--- src/design/bscan_defs.svh ---
// bscan_defs.svh: offsets, cell positions, codes and reset values
// assumes inclusion by bare name from the package and the design files
`ifndef BSCAN_DEFS_SVH
`define BSCAN_DEFS_SVH

`define IR_W 3
`define ID_W 32
`define BSR_W 196
`define OUT_N 31
`define IN_N 47

`define IR_EXTEST 3'h0
`define IR_IDCODE 3'h1
`define IR_SAMPLE 3'h2
`define IR_CLAMP 3'h3
`define IR_HIGHZ 3'h4
`define IR_BYPASS 3'h7
`define IR_CAPTURE 3'h1

// active-low enable cells of the boundary register, then the last output pin cell
`define CELL_FRAMER_EN 18
`define CELL_TXSOF_EN 20
`define CELL_IRQ_EN 26
`define CELL_DATA_EN 61
`define CELL_FACT_EN 81
`define CELL_LAST_PIN 82

// positions in the output pin vector
`define PIN_TXSOF 10
`define PIN_IRQ 11

// register indices; byte address is four times the index
`define IDX_MFG_ONE 12'h040
`define IDX_MFG_TWO 12'h042
`define IDX_MFG_THREE 12'h044
`define IDX_MFG_FOUR 12'h046
`define IDX_STATUS 12'h048
`define IDX_CTRL 12'h04A

`define MFG_ONE_RST 16'h0000
`define MFG_TWO_RST 16'h0000
`define MFG_THREE_RST 16'h0000
`define MFG_FOUR_RST 16'h0000
`define CTRL_RST 1'b1

// identification value: arbitrary
`define ID_CODE_DEF 32'h0A5A_5001

`endif

--- src/design/bscan_pkg.sv ---
// bscan_pkg: types shared by the boundary-scan test register files
// assumes bscan_defs.svh is on the include path
`include "bscan_defs.svh"

package bscan_pkg;

  // gray codes along the scan paths
  typedef enum logic [3:0] {
    TLR = 4'h0, RTI = 4'h1, SDR = 4'h3, CDR = 4'h2,
    SHD = 4'h6, X1D = 4'h7, PDR = 4'h5, X2D = 4'h4,
    UDR = 4'hC, SIR = 4'hD, CIR = 4'hF, SHI = 4'hE,
    X1I = 4'hA, PIR = 4'hB, X2I = 4'h9, UIR = 4'h8
  } tap_state_t;

  typedef struct packed {
    logic clock;
    logic mode_select;
    logic serial_in;
  } scan_pins_t;

  typedef struct packed {
    logic [`OUT_N-1:0] value;
    logic [`OUT_N-1:0] enable;
  } pin_drive_t;

  typedef struct packed {
    logic hit;
    logic write;
    logic [11:0] index;
  } ahb_req_t;

endpackage : bscan_pkg

--- src/design/scan_shift_latch.sv ---
// scan_shift_latch: shift stage with a latched parallel output
// assumes strobes are single hclk pulses from the owning scan logic
`timescale 1ns/100ps
`default_nettype none

module scan_shift_latch #(
  parameter int W = 32,
  parameter logic [W-1:0] PRESET = '0
) (
  input wire logic clk,
  input wire logic rst_n,
  input wire logic capture,
  input wire logic [W-1:0] capture_value,
  input wire logic shift,
  input wire logic serial_in,
  input wire logic update,
  input wire logic preset,
  output logic [W-1:0] shift_q,
  output logic [W-1:0] latch_q
);

  typedef struct packed {
    logic [W-1:0] sh;
    logic [W-1:0] lat;
  } stage_t;

  stage_t st;
  stage_t next_st;

  always_comb begin
    next_st = st;
    if (capture) begin
      next_st.sh = capture_value;
    end else if (shift) begin
      next_st.sh = {serial_in, st.sh[W-1:1]};
    end
    if (preset) begin
      next_st.lat = PRESET;
    end else if (update) begin
      next_st.lat = st.sh;
    end
  end

  always_ff @(posedge clk or negedge rst_n) begin
    if (!rst_n) begin
      st <= {PRESET, PRESET};
    end else begin
      st <= next_st;
    end
  end

  assign shift_q = st.sh;
  assign latch_q = st.lat;

endmodule : scan_shift_latch

`default_nettype wire

--- src/design/boundary_scan_test_registers.sv ---
// boundary_scan_test_registers: bypass, identification and boundary
// registers with the scan port, pad muxing and manufacturing registers
// assumes scan pins and pad inputs are asynchronous to hclk and that
// scan_clock runs well below hclk; single AHB-Lite slave, word access
// How it works
// - under clamp, outputs come from the boundary latch and hold still
// - under clamp, the bypass stage sits between serial in and out
// - bypass is one stage, used by bypass, clamp and high-z
// - identification register has a 32-bit shift and 32-bit latch
// - identification register selected by its code and in scan reset
// - boundary register is 196 cells with shift and latched stages
// - bypass, boundary and identification registers are all present
// - cells 18, 61 and 81 are active-low enables of their pin groups
// - cell 20 enables tx frame start, cell 26 the interrupt pin
// - cells 0 to 7 factory pins, 8 master clock, 9 tx clock
// - cells 10 to 15 rx framer outputs, 16 counter update, 17 tx data
// - address bit 7 at cell 64 down to bit 0 at 71, latch at 72
// - cells 73 to 75 float, test, reset; 76 to 80 and 82 line factory pins
// - reset restores the manufacturing registers to working values
// - instruction register is 3 bits, shifting in shift-instruction
// - captured identification value always has bit 0 set
`timescale 1ns/100ps
`default_nettype none
`include "bscan_defs.svh"

module boundary_scan_test_registers #(
  // arbitrary value
  parameter logic [31:0] ID_CODE = `ID_CODE_DEF
) (
  input wire logic hclk,
  input wire logic hresetn,
  input wire logic hsel,
  input wire logic [31:0] haddr,
  input wire logic [1:0] htrans,
  input wire logic hwrite,
  input wire logic [2:0] hsize,
  input wire logic [31:0] hwdata,
  input wire logic hready,
  output logic hreadyout,
  output logic hresp,
  output logic [31:0] hrdata,
  input wire logic scan_clock,
  input wire logic scan_mode_select,
  input wire logic scan_serial_in,
  output logic scan_serial_out,
  output logic scan_serial_out_enable,
  input wire bscan_pkg::pin_drive_t core_drive,
  input wire logic global_float_low,
  input wire logic [`IN_N-1:0] pin_in,
  output logic [`OUT_N-1:0] pin_out,
  output logic [`OUT_N-1:0] pin_oe,
  output logic [`ID_W-1:0] id_parallel,
  output logic [63:0] mfg_check_regs
);

  // boundary cell of each output pin, in pin vector order
  localparam int unsigned OUT_CELL [`OUT_N] = '{
    3, 4, 5,
    10, 11, 12, 13, 14, 15,
    19, 21, 27,
    31, 33, 35, 37, 39, 41, 43, 45,
    47, 49, 51, 53, 55, 57, 59, 62,
    79, 80, 82
  };

  // boundary cell of each input pin, in pin vector order
  localparam int unsigned IN_CELL [`IN_N] = '{
    0, 1, 2, 6, 7, 8, 9,
    16, 17,
    22, 23, 24, 25, 28, 29, 30,
    32, 34, 36, 38, 40, 42, 44, 46,
    48, 50, 52, 54, 56, 58, 60, 63,
    64, 65, 66, 67, 68, 69, 70, 71, 72,
    73, 74, 75, 76, 77, 78
  };

  typedef struct packed {
    bscan_pkg::scan_pins_t pins1;
    bscan_pkg::scan_pins_t pins2;
    logic clk_prev;
    logic [`IN_N-1:0] in1;
    logic [`IN_N-1:0] in2;
    logic float1;
    logic float2;
    bscan_pkg::tap_state_t tap;
    logic bypass;
    logic tdo;
    logic tdo_en;
    bscan_pkg::pin_drive_t drive;
    bscan_pkg::ahb_req_t req;
    logic ready;
    logic resp;
    logic [31:0] rdata;
    logic [3:0][15:0] mfg;
    logic scan_on;
  } state_t;

  state_t st;
  state_t next_st;

  logic rise;
  logic fall;
  logic cap_dr;
  logic sh_dr;
  logic upd_dr;
  logic cap_ir;
  logic sh_ir;
  logic upd_ir;
  logic sel_id;
  logic sel_bs;
  logic sel_byp;
  logic is_clamp;
  logic take;
  logic [`IR_W-1:0] instr;
  logic [`IR_W-1:0] ir_sh;
  logic [`ID_W-1:0] id_sh;
  logic [`BSR_W-1:0] bs_sh;
  logic [`BSR_W-1:0] bs_lat;
  logic [`BSR_W-1:0] bs_cap;

  // enable cell that governs a given output cell
  function automatic int unsigned grp_cell(input int unsigned c);
    if (c <= 5 || c >= 79) begin
      grp_cell = `CELL_FACT_EN;
    end else if (c <= 19) begin
      grp_cell = `CELL_FRAMER_EN;
    end else if (c == 21) begin
      grp_cell = `CELL_TXSOF_EN;
    end else if (c == 27) begin
      grp_cell = `CELL_IRQ_EN;
    end else begin
      grp_cell = `CELL_DATA_EN;
    end
  endfunction : grp_cell

  function automatic bscan_pkg::tap_state_t tap_step(
    input bscan_pkg::tap_state_t s, input logic m);
    unique case (s)
      bscan_pkg::TLR: tap_step = m ? bscan_pkg::TLR : bscan_pkg::RTI;
      bscan_pkg::RTI: tap_step = m ? bscan_pkg::SDR : bscan_pkg::RTI;
      bscan_pkg::SDR: tap_step = m ? bscan_pkg::SIR : bscan_pkg::CDR;
      bscan_pkg::CDR: tap_step = m ? bscan_pkg::X1D : bscan_pkg::SHD;
      bscan_pkg::SHD: tap_step = m ? bscan_pkg::X1D : bscan_pkg::SHD;
      bscan_pkg::X1D: tap_step = m ? bscan_pkg::UDR : bscan_pkg::PDR;
      bscan_pkg::PDR: tap_step = m ? bscan_pkg::X2D : bscan_pkg::PDR;
      bscan_pkg::X2D: tap_step = m ? bscan_pkg::UDR : bscan_pkg::SHD;
      bscan_pkg::UDR: tap_step = m ? bscan_pkg::SDR : bscan_pkg::RTI;
      bscan_pkg::SIR: tap_step = m ? bscan_pkg::TLR : bscan_pkg::CIR;
      bscan_pkg::CIR: tap_step = m ? bscan_pkg::X1I : bscan_pkg::SHI;
      bscan_pkg::SHI: tap_step = m ? bscan_pkg::X1I : bscan_pkg::SHI;
      bscan_pkg::X1I: tap_step = m ? bscan_pkg::UIR : bscan_pkg::PIR;
      bscan_pkg::PIR: tap_step = m ? bscan_pkg::X2I : bscan_pkg::PIR;
      bscan_pkg::X2I: tap_step = m ? bscan_pkg::UIR : bscan_pkg::SHI;
      bscan_pkg::UIR: tap_step = m ? bscan_pkg::SDR : bscan_pkg::RTI;
    endcase
  endfunction : tap_step

  // scan clock edges seen through the synchroniser
  assign rise = st.pins2.clock & ~st.clk_prev;
  assign fall = ~st.pins2.clock & st.clk_prev;
  assign cap_dr = rise && st.tap == bscan_pkg::CDR;
  assign sh_dr = rise && st.tap == bscan_pkg::SHD;
  assign upd_dr = fall && st.tap == bscan_pkg::UDR;
  assign cap_ir = rise && st.tap == bscan_pkg::CIR;
  assign sh_ir = rise && st.tap == bscan_pkg::SHI;
  assign upd_ir = fall && st.tap == bscan_pkg::UIR;

  assign sel_id = instr == `IR_IDCODE || st.tap == bscan_pkg::TLR;
  assign sel_bs = instr == `IR_EXTEST || instr == `IR_SAMPLE;
  // clamp, high-z, bypass and unused codes take the bypass stage
  assign sel_byp = !sel_id && !sel_bs;
  assign is_clamp = instr == `IR_CLAMP;
  assign take = hsel && hready && htrans[1];

  // capture: pads and driven outputs; spare cells keep their bits
  always_comb begin
    bs_cap = bs_sh;
    for (int i = 0; i < `OUT_N; i++) begin
      bs_cap[grp_cell(OUT_CELL[i])] = ~st.drive.enable[i];
      bs_cap[OUT_CELL[i]] = st.drive.value[i];
    end
    for (int i = 0; i < `IN_N; i++) begin
      bs_cap[IN_CELL[i]] = st.in2[i];
    end
  end

  scan_shift_latch #(
    .W(`IR_W),
    .PRESET(`IR_IDCODE)
  ) u_instr (
    .clk(hclk),
    .rst_n(hresetn),
    .capture(cap_ir),
    .capture_value(`IR_CAPTURE),
    .shift(sh_ir),
    .serial_in(st.pins2.serial_in),
    .update(upd_ir),
    .preset(st.tap == bscan_pkg::TLR),
    .shift_q(ir_sh),
    .latch_q(instr)
  );

  scan_shift_latch #(
    .W(`ID_W),
    .PRESET('0)
  ) u_ident (
    .clk(hclk),
    .rst_n(hresetn),
    .capture(cap_dr && sel_id),
    .capture_value({ID_CODE[31:1], 1'b1}),
    .shift(sh_dr && sel_id),
    .serial_in(st.pins2.serial_in),
    .update(upd_dr && sel_id),
    .preset(1'b0),
    .shift_q(id_sh),
    .latch_q(id_parallel)
  );

  scan_shift_latch #(
    .W(`BSR_W),
    .PRESET('0)
  ) u_boundary (
    .clk(hclk),
    .rst_n(hresetn),
    .capture(cap_dr && sel_bs),
    .capture_value(bs_cap),
    .shift(sh_dr && sel_bs),
    .serial_in(st.pins2.serial_in),
    .update(upd_dr && sel_bs),
    .preset(1'b0),
    .shift_q(bs_sh),
    .latch_q(bs_lat)
  );

  always_comb begin
    logic [31:0] rd;
    rd = 32'h0000_0000;
    next_st = st;
    next_st.pins1 = '{clock: scan_clock, mode_select: scan_mode_select,
                      serial_in: scan_serial_in};
    next_st.pins2 = st.pins1;
    next_st.clk_prev = st.pins2.clock;
    next_st.in1 = pin_in;
    next_st.in2 = st.in1;
    next_st.float1 = global_float_low;
    next_st.float2 = st.float1;

    if (!st.scan_on) begin
      next_st.tap = bscan_pkg::TLR;
    end else if (rise) begin
      next_st.tap = tap_step(st.tap, st.pins2.mode_select);
    end

    if (cap_dr && sel_byp) begin
      next_st.bypass = 1'b0;
    end else if (sh_dr && sel_byp) begin
      next_st.bypass = st.pins2.serial_in;
    end

    // serial out changes on the falling scan edge
    if (fall) begin
      next_st.tdo_en = st.tap == bscan_pkg::SHD ||
                       st.tap == bscan_pkg::SHI;
      if (st.tap == bscan_pkg::SHI) begin
        next_st.tdo = ir_sh[0];
      end else if (sel_id) begin
        next_st.tdo = id_sh[0];
      end else if (sel_bs) begin
        next_st.tdo = bs_sh[0];
      end else begin
        next_st.tdo = st.bypass;
      end
    end

    for (int i = 0; i < `OUT_N; i++) begin
      if (instr == `IR_EXTEST || is_clamp) begin
        next_st.drive.value[i] = bs_lat[OUT_CELL[i]];
        next_st.drive.enable[i] = ~bs_lat[grp_cell(OUT_CELL[i])];
      end else begin
        next_st.drive.value[i] = core_drive.value[i];
        next_st.drive.enable[i] = core_drive.enable[i] & st.float2 &
                                  (instr != `IR_HIGHZ);
      end
    end

    // register bus: zero wait, read data set up in the address phase
    next_st.req = '{hit: take, write: hwrite, index: haddr[13:2]};
    case (haddr[13:2])
      `IDX_MFG_ONE: rd = {16'h0000, st.mfg[0]};
      `IDX_MFG_TWO: rd = {16'h0000, st.mfg[1]};
      `IDX_MFG_THREE: rd = {16'h0000, st.mfg[2]};
      `IDX_MFG_FOUR: rd = {16'h0000, st.mfg[3]};
      `IDX_STATUS: rd = {23'h00_0000, sel_bs, st.tap, 1'b0, instr};
      `IDX_CTRL: rd = {31'h0000_0000, st.scan_on};
      default: rd = 32'h0000_0000;
    endcase
    next_st.rdata = (take && !hwrite) ? rd : 32'h0000_0000;

    if (st.req.hit && st.req.write) begin
      case (st.req.index)
        `IDX_MFG_ONE: next_st.mfg[0] = hwdata[15:0];
        `IDX_MFG_TWO: next_st.mfg[1] = hwdata[15:0];
        `IDX_MFG_THREE: next_st.mfg[2] = hwdata[15:0];
        `IDX_MFG_FOUR: next_st.mfg[3] = hwdata[15:0];
        `IDX_CTRL: next_st.scan_on = hwdata[0];
        default: next_st.scan_on = st.scan_on;
      endcase
    end
  end

  always_ff @(posedge hclk or negedge hresetn) begin
    if (!hresetn) begin
      st <= '0;
      st.ready <= 1'b1;
      st.scan_on <= `CTRL_RST;
      st.mfg <= {`MFG_FOUR_RST, `MFG_THREE_RST,
                 `MFG_TWO_RST, `MFG_ONE_RST};
    end else begin
      st <= next_st;
    end
  end

  assign hreadyout = st.ready;
  assign hresp = st.resp;
  assign hrdata = st.rdata;
  assign scan_serial_out = st.tdo;
  assign scan_serial_out_enable = st.tdo_en;
  assign pin_out = st.drive.value;
  assign pin_oe = st.drive.enable;
  assign mfg_check_regs = st.mfg;
endmodule : boundary_scan_test_registers

`default_nettype wire

--- config.mk ---
export PLATFORM = sky130hd
export DESIGN_NAME = boundary_scan_test_registers
export DESIGN_NICKNAME = d
export VERILOG_FILES = /design/src/design/bscan_pkg.sv /design/src/design/scan_shift_latch.sv /design/src/design/boundary_scan_test_registers.sv
export VERILOG_INCLUDE_DIRS = /design/src /design/src/design
export SDC_FILE = /design/constraint.sdc
export NUM_CORES = 1
export LEC_CHECK = 0
export BUFFER_PORTS_ARGS = -buffer_cell sky130_fd_sc_hd__buf_4
export CORE_MARGIN = 2
export CORE_UTILIZATION = 55
export CTS_BUF_LIST = sky130_fd_sc_hd__clkbuf_4 sky130_fd_sc_hd__clkbuf_8 sky130_fd_sc_hd__clkbuf_16
export DETAILED_ROUTE_END_ITERATION = 6
export PLACE_DENSITY = 0.76
export SLEW_MARGIN = 30
export SYNTH_ARGS = -nofsm -noshare
export SYNTH_HDL_FRONTEND = slang
export SYNTH_HIERARCHICAL = 1
export SYNTH_SLANG_ARGS = --single-unit
--- constraint.sdc ---
create_clock -name hclk -period 3.1 [get_ports hclk]
set_input_delay 0.465 -clock hclk [delete_from_list [all_inputs] [get_ports hclk]]
set_output_delay 0.465 -clock hclk [all_outputs]
set_load 0.05 [all_outputs]
==> flow_summary_export.csv <==
group,metric,value,unit
status,outcome,"complete, no violations",
die,io_pins,381,
timing,hold_viol_final,0,
critical_path,worstSetupPathType,"reg -> reg",
drt,firstDrtPassIters,5,
power_and_ir_drop,p_leak,12.6,nW
place,dp_cells,2745,
clock_network,cts_sinks,569,
place,gp_congestion,0.824,
timing,worst_slack,443,ps
logic_synthesis,syn_inst,2034,
drt,viasPerCell,5.28,
drt,wire_per_inst,17.9,um
critical_path,timing.rr.end,"u_boundary/shift_q[149]",
timing,fmax,376,MHz
timing,finalSetupViolations,0,
global_routing,globalRouteOverflowTotal,0,
timing,fin_crit,2660,ps
logic_synthesis,syn_avg_cell_area,11.9,sq um
drt,drt_iter0_markers,967,
die,die_width,214,um
clock_network,cts_inserted_buffers,56,
timing,rsz0062_at_grt,"no",
worst_hold_path,hold_class,"in -> reg",
finish,fin_cells,2911,
place,io_buffers,322,
die,core_area,43300,sq um
global_routing,grt_max_degree,139,
drt,vias,15400,
finish,final_util,66.4,%
place,dp_slack,481,ps
critical_path,ff2ff_path_depth,8,
global_routing,antenna_found_initial,3,
global_routing,track_usage,22.8,%
finish,antennaDiodeCount,0,
drt,met2_length,25.9,mm
clock_network,htree_num_levels,2,
die,initial_core_util,56.1,%
clock_network,root_buffer,"clkbuf_16",
finish,fillers,3066,
die,placementRows,76,
critical_path,start_kind,"flop",
logic_synthesis,syn_area,24300,sq um
worst_hold_path,min_to,"pin_oe[0]",
run,cap_violations,0,
timing,setup_tns,0,ps
clock_network,cts_setup_buffers,0,
critical_path,critPathLaunch,"st[181]",
power_and_ir_drop,powerDensity,542,nW/um^2
finish,seqCellArea,14200,sq um
drt,drtAntennaViolNets,0,
worst_hold_path,min_delay_path_depth,2,
drt,m1WireLength,22.0,mm
timing,hold-worst-slack,56.5,ps
worst_hold_path,worstHoldStart,"core_drive[0]",
critical_path,worst_setup_path_end_kind,"flop",
power_and_ir_drop,total_power,15.6,mW
timing,finalClockSkew,26.2,ps
die,die-area,45800,sq um
place,dpl_cell_area,26200,sq um
clock_network,cts_tree,"yes",
global_routing,grt_pass1_vias,15800,
clock_network,clkLatencyLatePin,600,ps
place,hpwlAfterDp,33.1,mm
clock_network,cts.path.max_buffers,3,
global_routing,grt_pass1_wl,85.1,mm
timing,fin_crit_sh,85.7,%
critical_path,crit_required,3550,ps
drt,routed_wirelength,52.2,mm
critical_path,crit_fanout,39,
critical_path,timing.rr.start,"st[181]",
finish,drive_gt1_share,25.5,%
finish,multi_input_area,8180,sq um
finish,stdcell_area,28700,sq um
finish,finalNetCount,2467,
critical_path,r2r_setup_slack,440,ps
timing,worst-slew-pin-transition,903,ps
critical_path,worstPathArrival,3100,ps
drt,drc,0,
timing,maxSlewViolCount,0,
finish,area_delta_synth_final,18.5,%
power_and_ir_drop,vdd_drop_max,657,uV
clock_network,clk_pin_slew,60,ps
logic_synthesis,ys_warn_count,6,
timing,relSlewSlack,39.6,%
drt,top_layer_used,"met5",
drt,wl_met3,3.11,mm
die,die_h,214,um
[power breakdown]
part / internal (mW) / switching (mW) / total, mW / leakage (nW)
combinational: 0.366 / 0.662 / 1.03 / 4.39
clock: 4.03 / 2.86 / 6.89 / 0.967
sequential: 7.58 / 0.0778 / 7.66 / 7.27
[sequential cells by signal, summed over array words and instances, names as in the netlist]
signal                  cells
pin_out                    31
next_st                    52
u_instr/shift_q             3
u_boundary/shift_q        196
mfg_check_regs             64
pin_oe                     31
u_boundary/latch_q         36
bs_cap                     47
u_instr/latch_q             3
st                         24
u_ident/shift_q            32
scan_serial_out             1
hrdata                     16
scan_serial_out_enable      1
u_ident/latch_q            32
[how the worst max path moves through the flow]
stage | endpoint | slack [ps] | cells past startpoint
2_1_floorplan | mfg_check_regs[48] | 920 | 6
3_3_place_gp | u_boundary/shift_q[133] | 580 | 8
3_5_place_dp | u_boundary/shift_q[149] | 480 | 8
4_1_cts | u_boundary/shift_q[149] | 430 | 8
5_1_grt | u_boundary/shift_q[149] | 260 | 8
6_report | u_boundary/shift_q[149] | 440 | 8
[worst max-delay path, stage by stage (launching register included)]
cell	delay (ps)
dfrtp_1	570
nor2_1	350
and3_1	250
nand2_1	150
nor2_4	180
buf_12	280
buf_4	370
mux2i_1	240
o21ai_1	100
[final cells by class]
cell class | instances | share of cell area (%)
inverters | 9 | 0.118
repair buffers | 429 | 12.7
multi-input cells | 1215 | 28.5
clock inverters | 26 | 0.797
flip-flops and latches | 569 | 49.6
well taps | 585 | 2.55
clock buffers | 78 | 5.84
[cell usage in the layout, fill, tap and decap left out, types with 9 or more instances in the layout]
master and n:
a21o_1 29, a21oi_1 11, a22oi_1 9, buf_12 21, buf_4 345, clkbuf_16 56, clkbuf_8 18, clkinv_2 18
conb_1 59, dfrtp_1 566, dlygate4sd3_1 62, inv_1 9, mux2_1 12, mux2_2 94, mux2i_1 306, nand2_1 249
nand3_1 12, nor2_1 89, o21ai_0 68, o21ai_1 172
[layer usage]
layer | up-vias | track usage, %
met5 | - | 0
met1 | 7704 | 29.8
li1 | 7228 | -
met2 | 349 | 38.0
met4 | 6 | 6.08
met3 | 97 | 5.85
[timing repair]
item                                    in CTS  in global routing
endpoints found under the setup margin       0                  0
hold buffers                                62                  0
resized for setup                            0                  0
endpoints found under the hold margin      131                  0
Power figures use the tool's default switching activity.
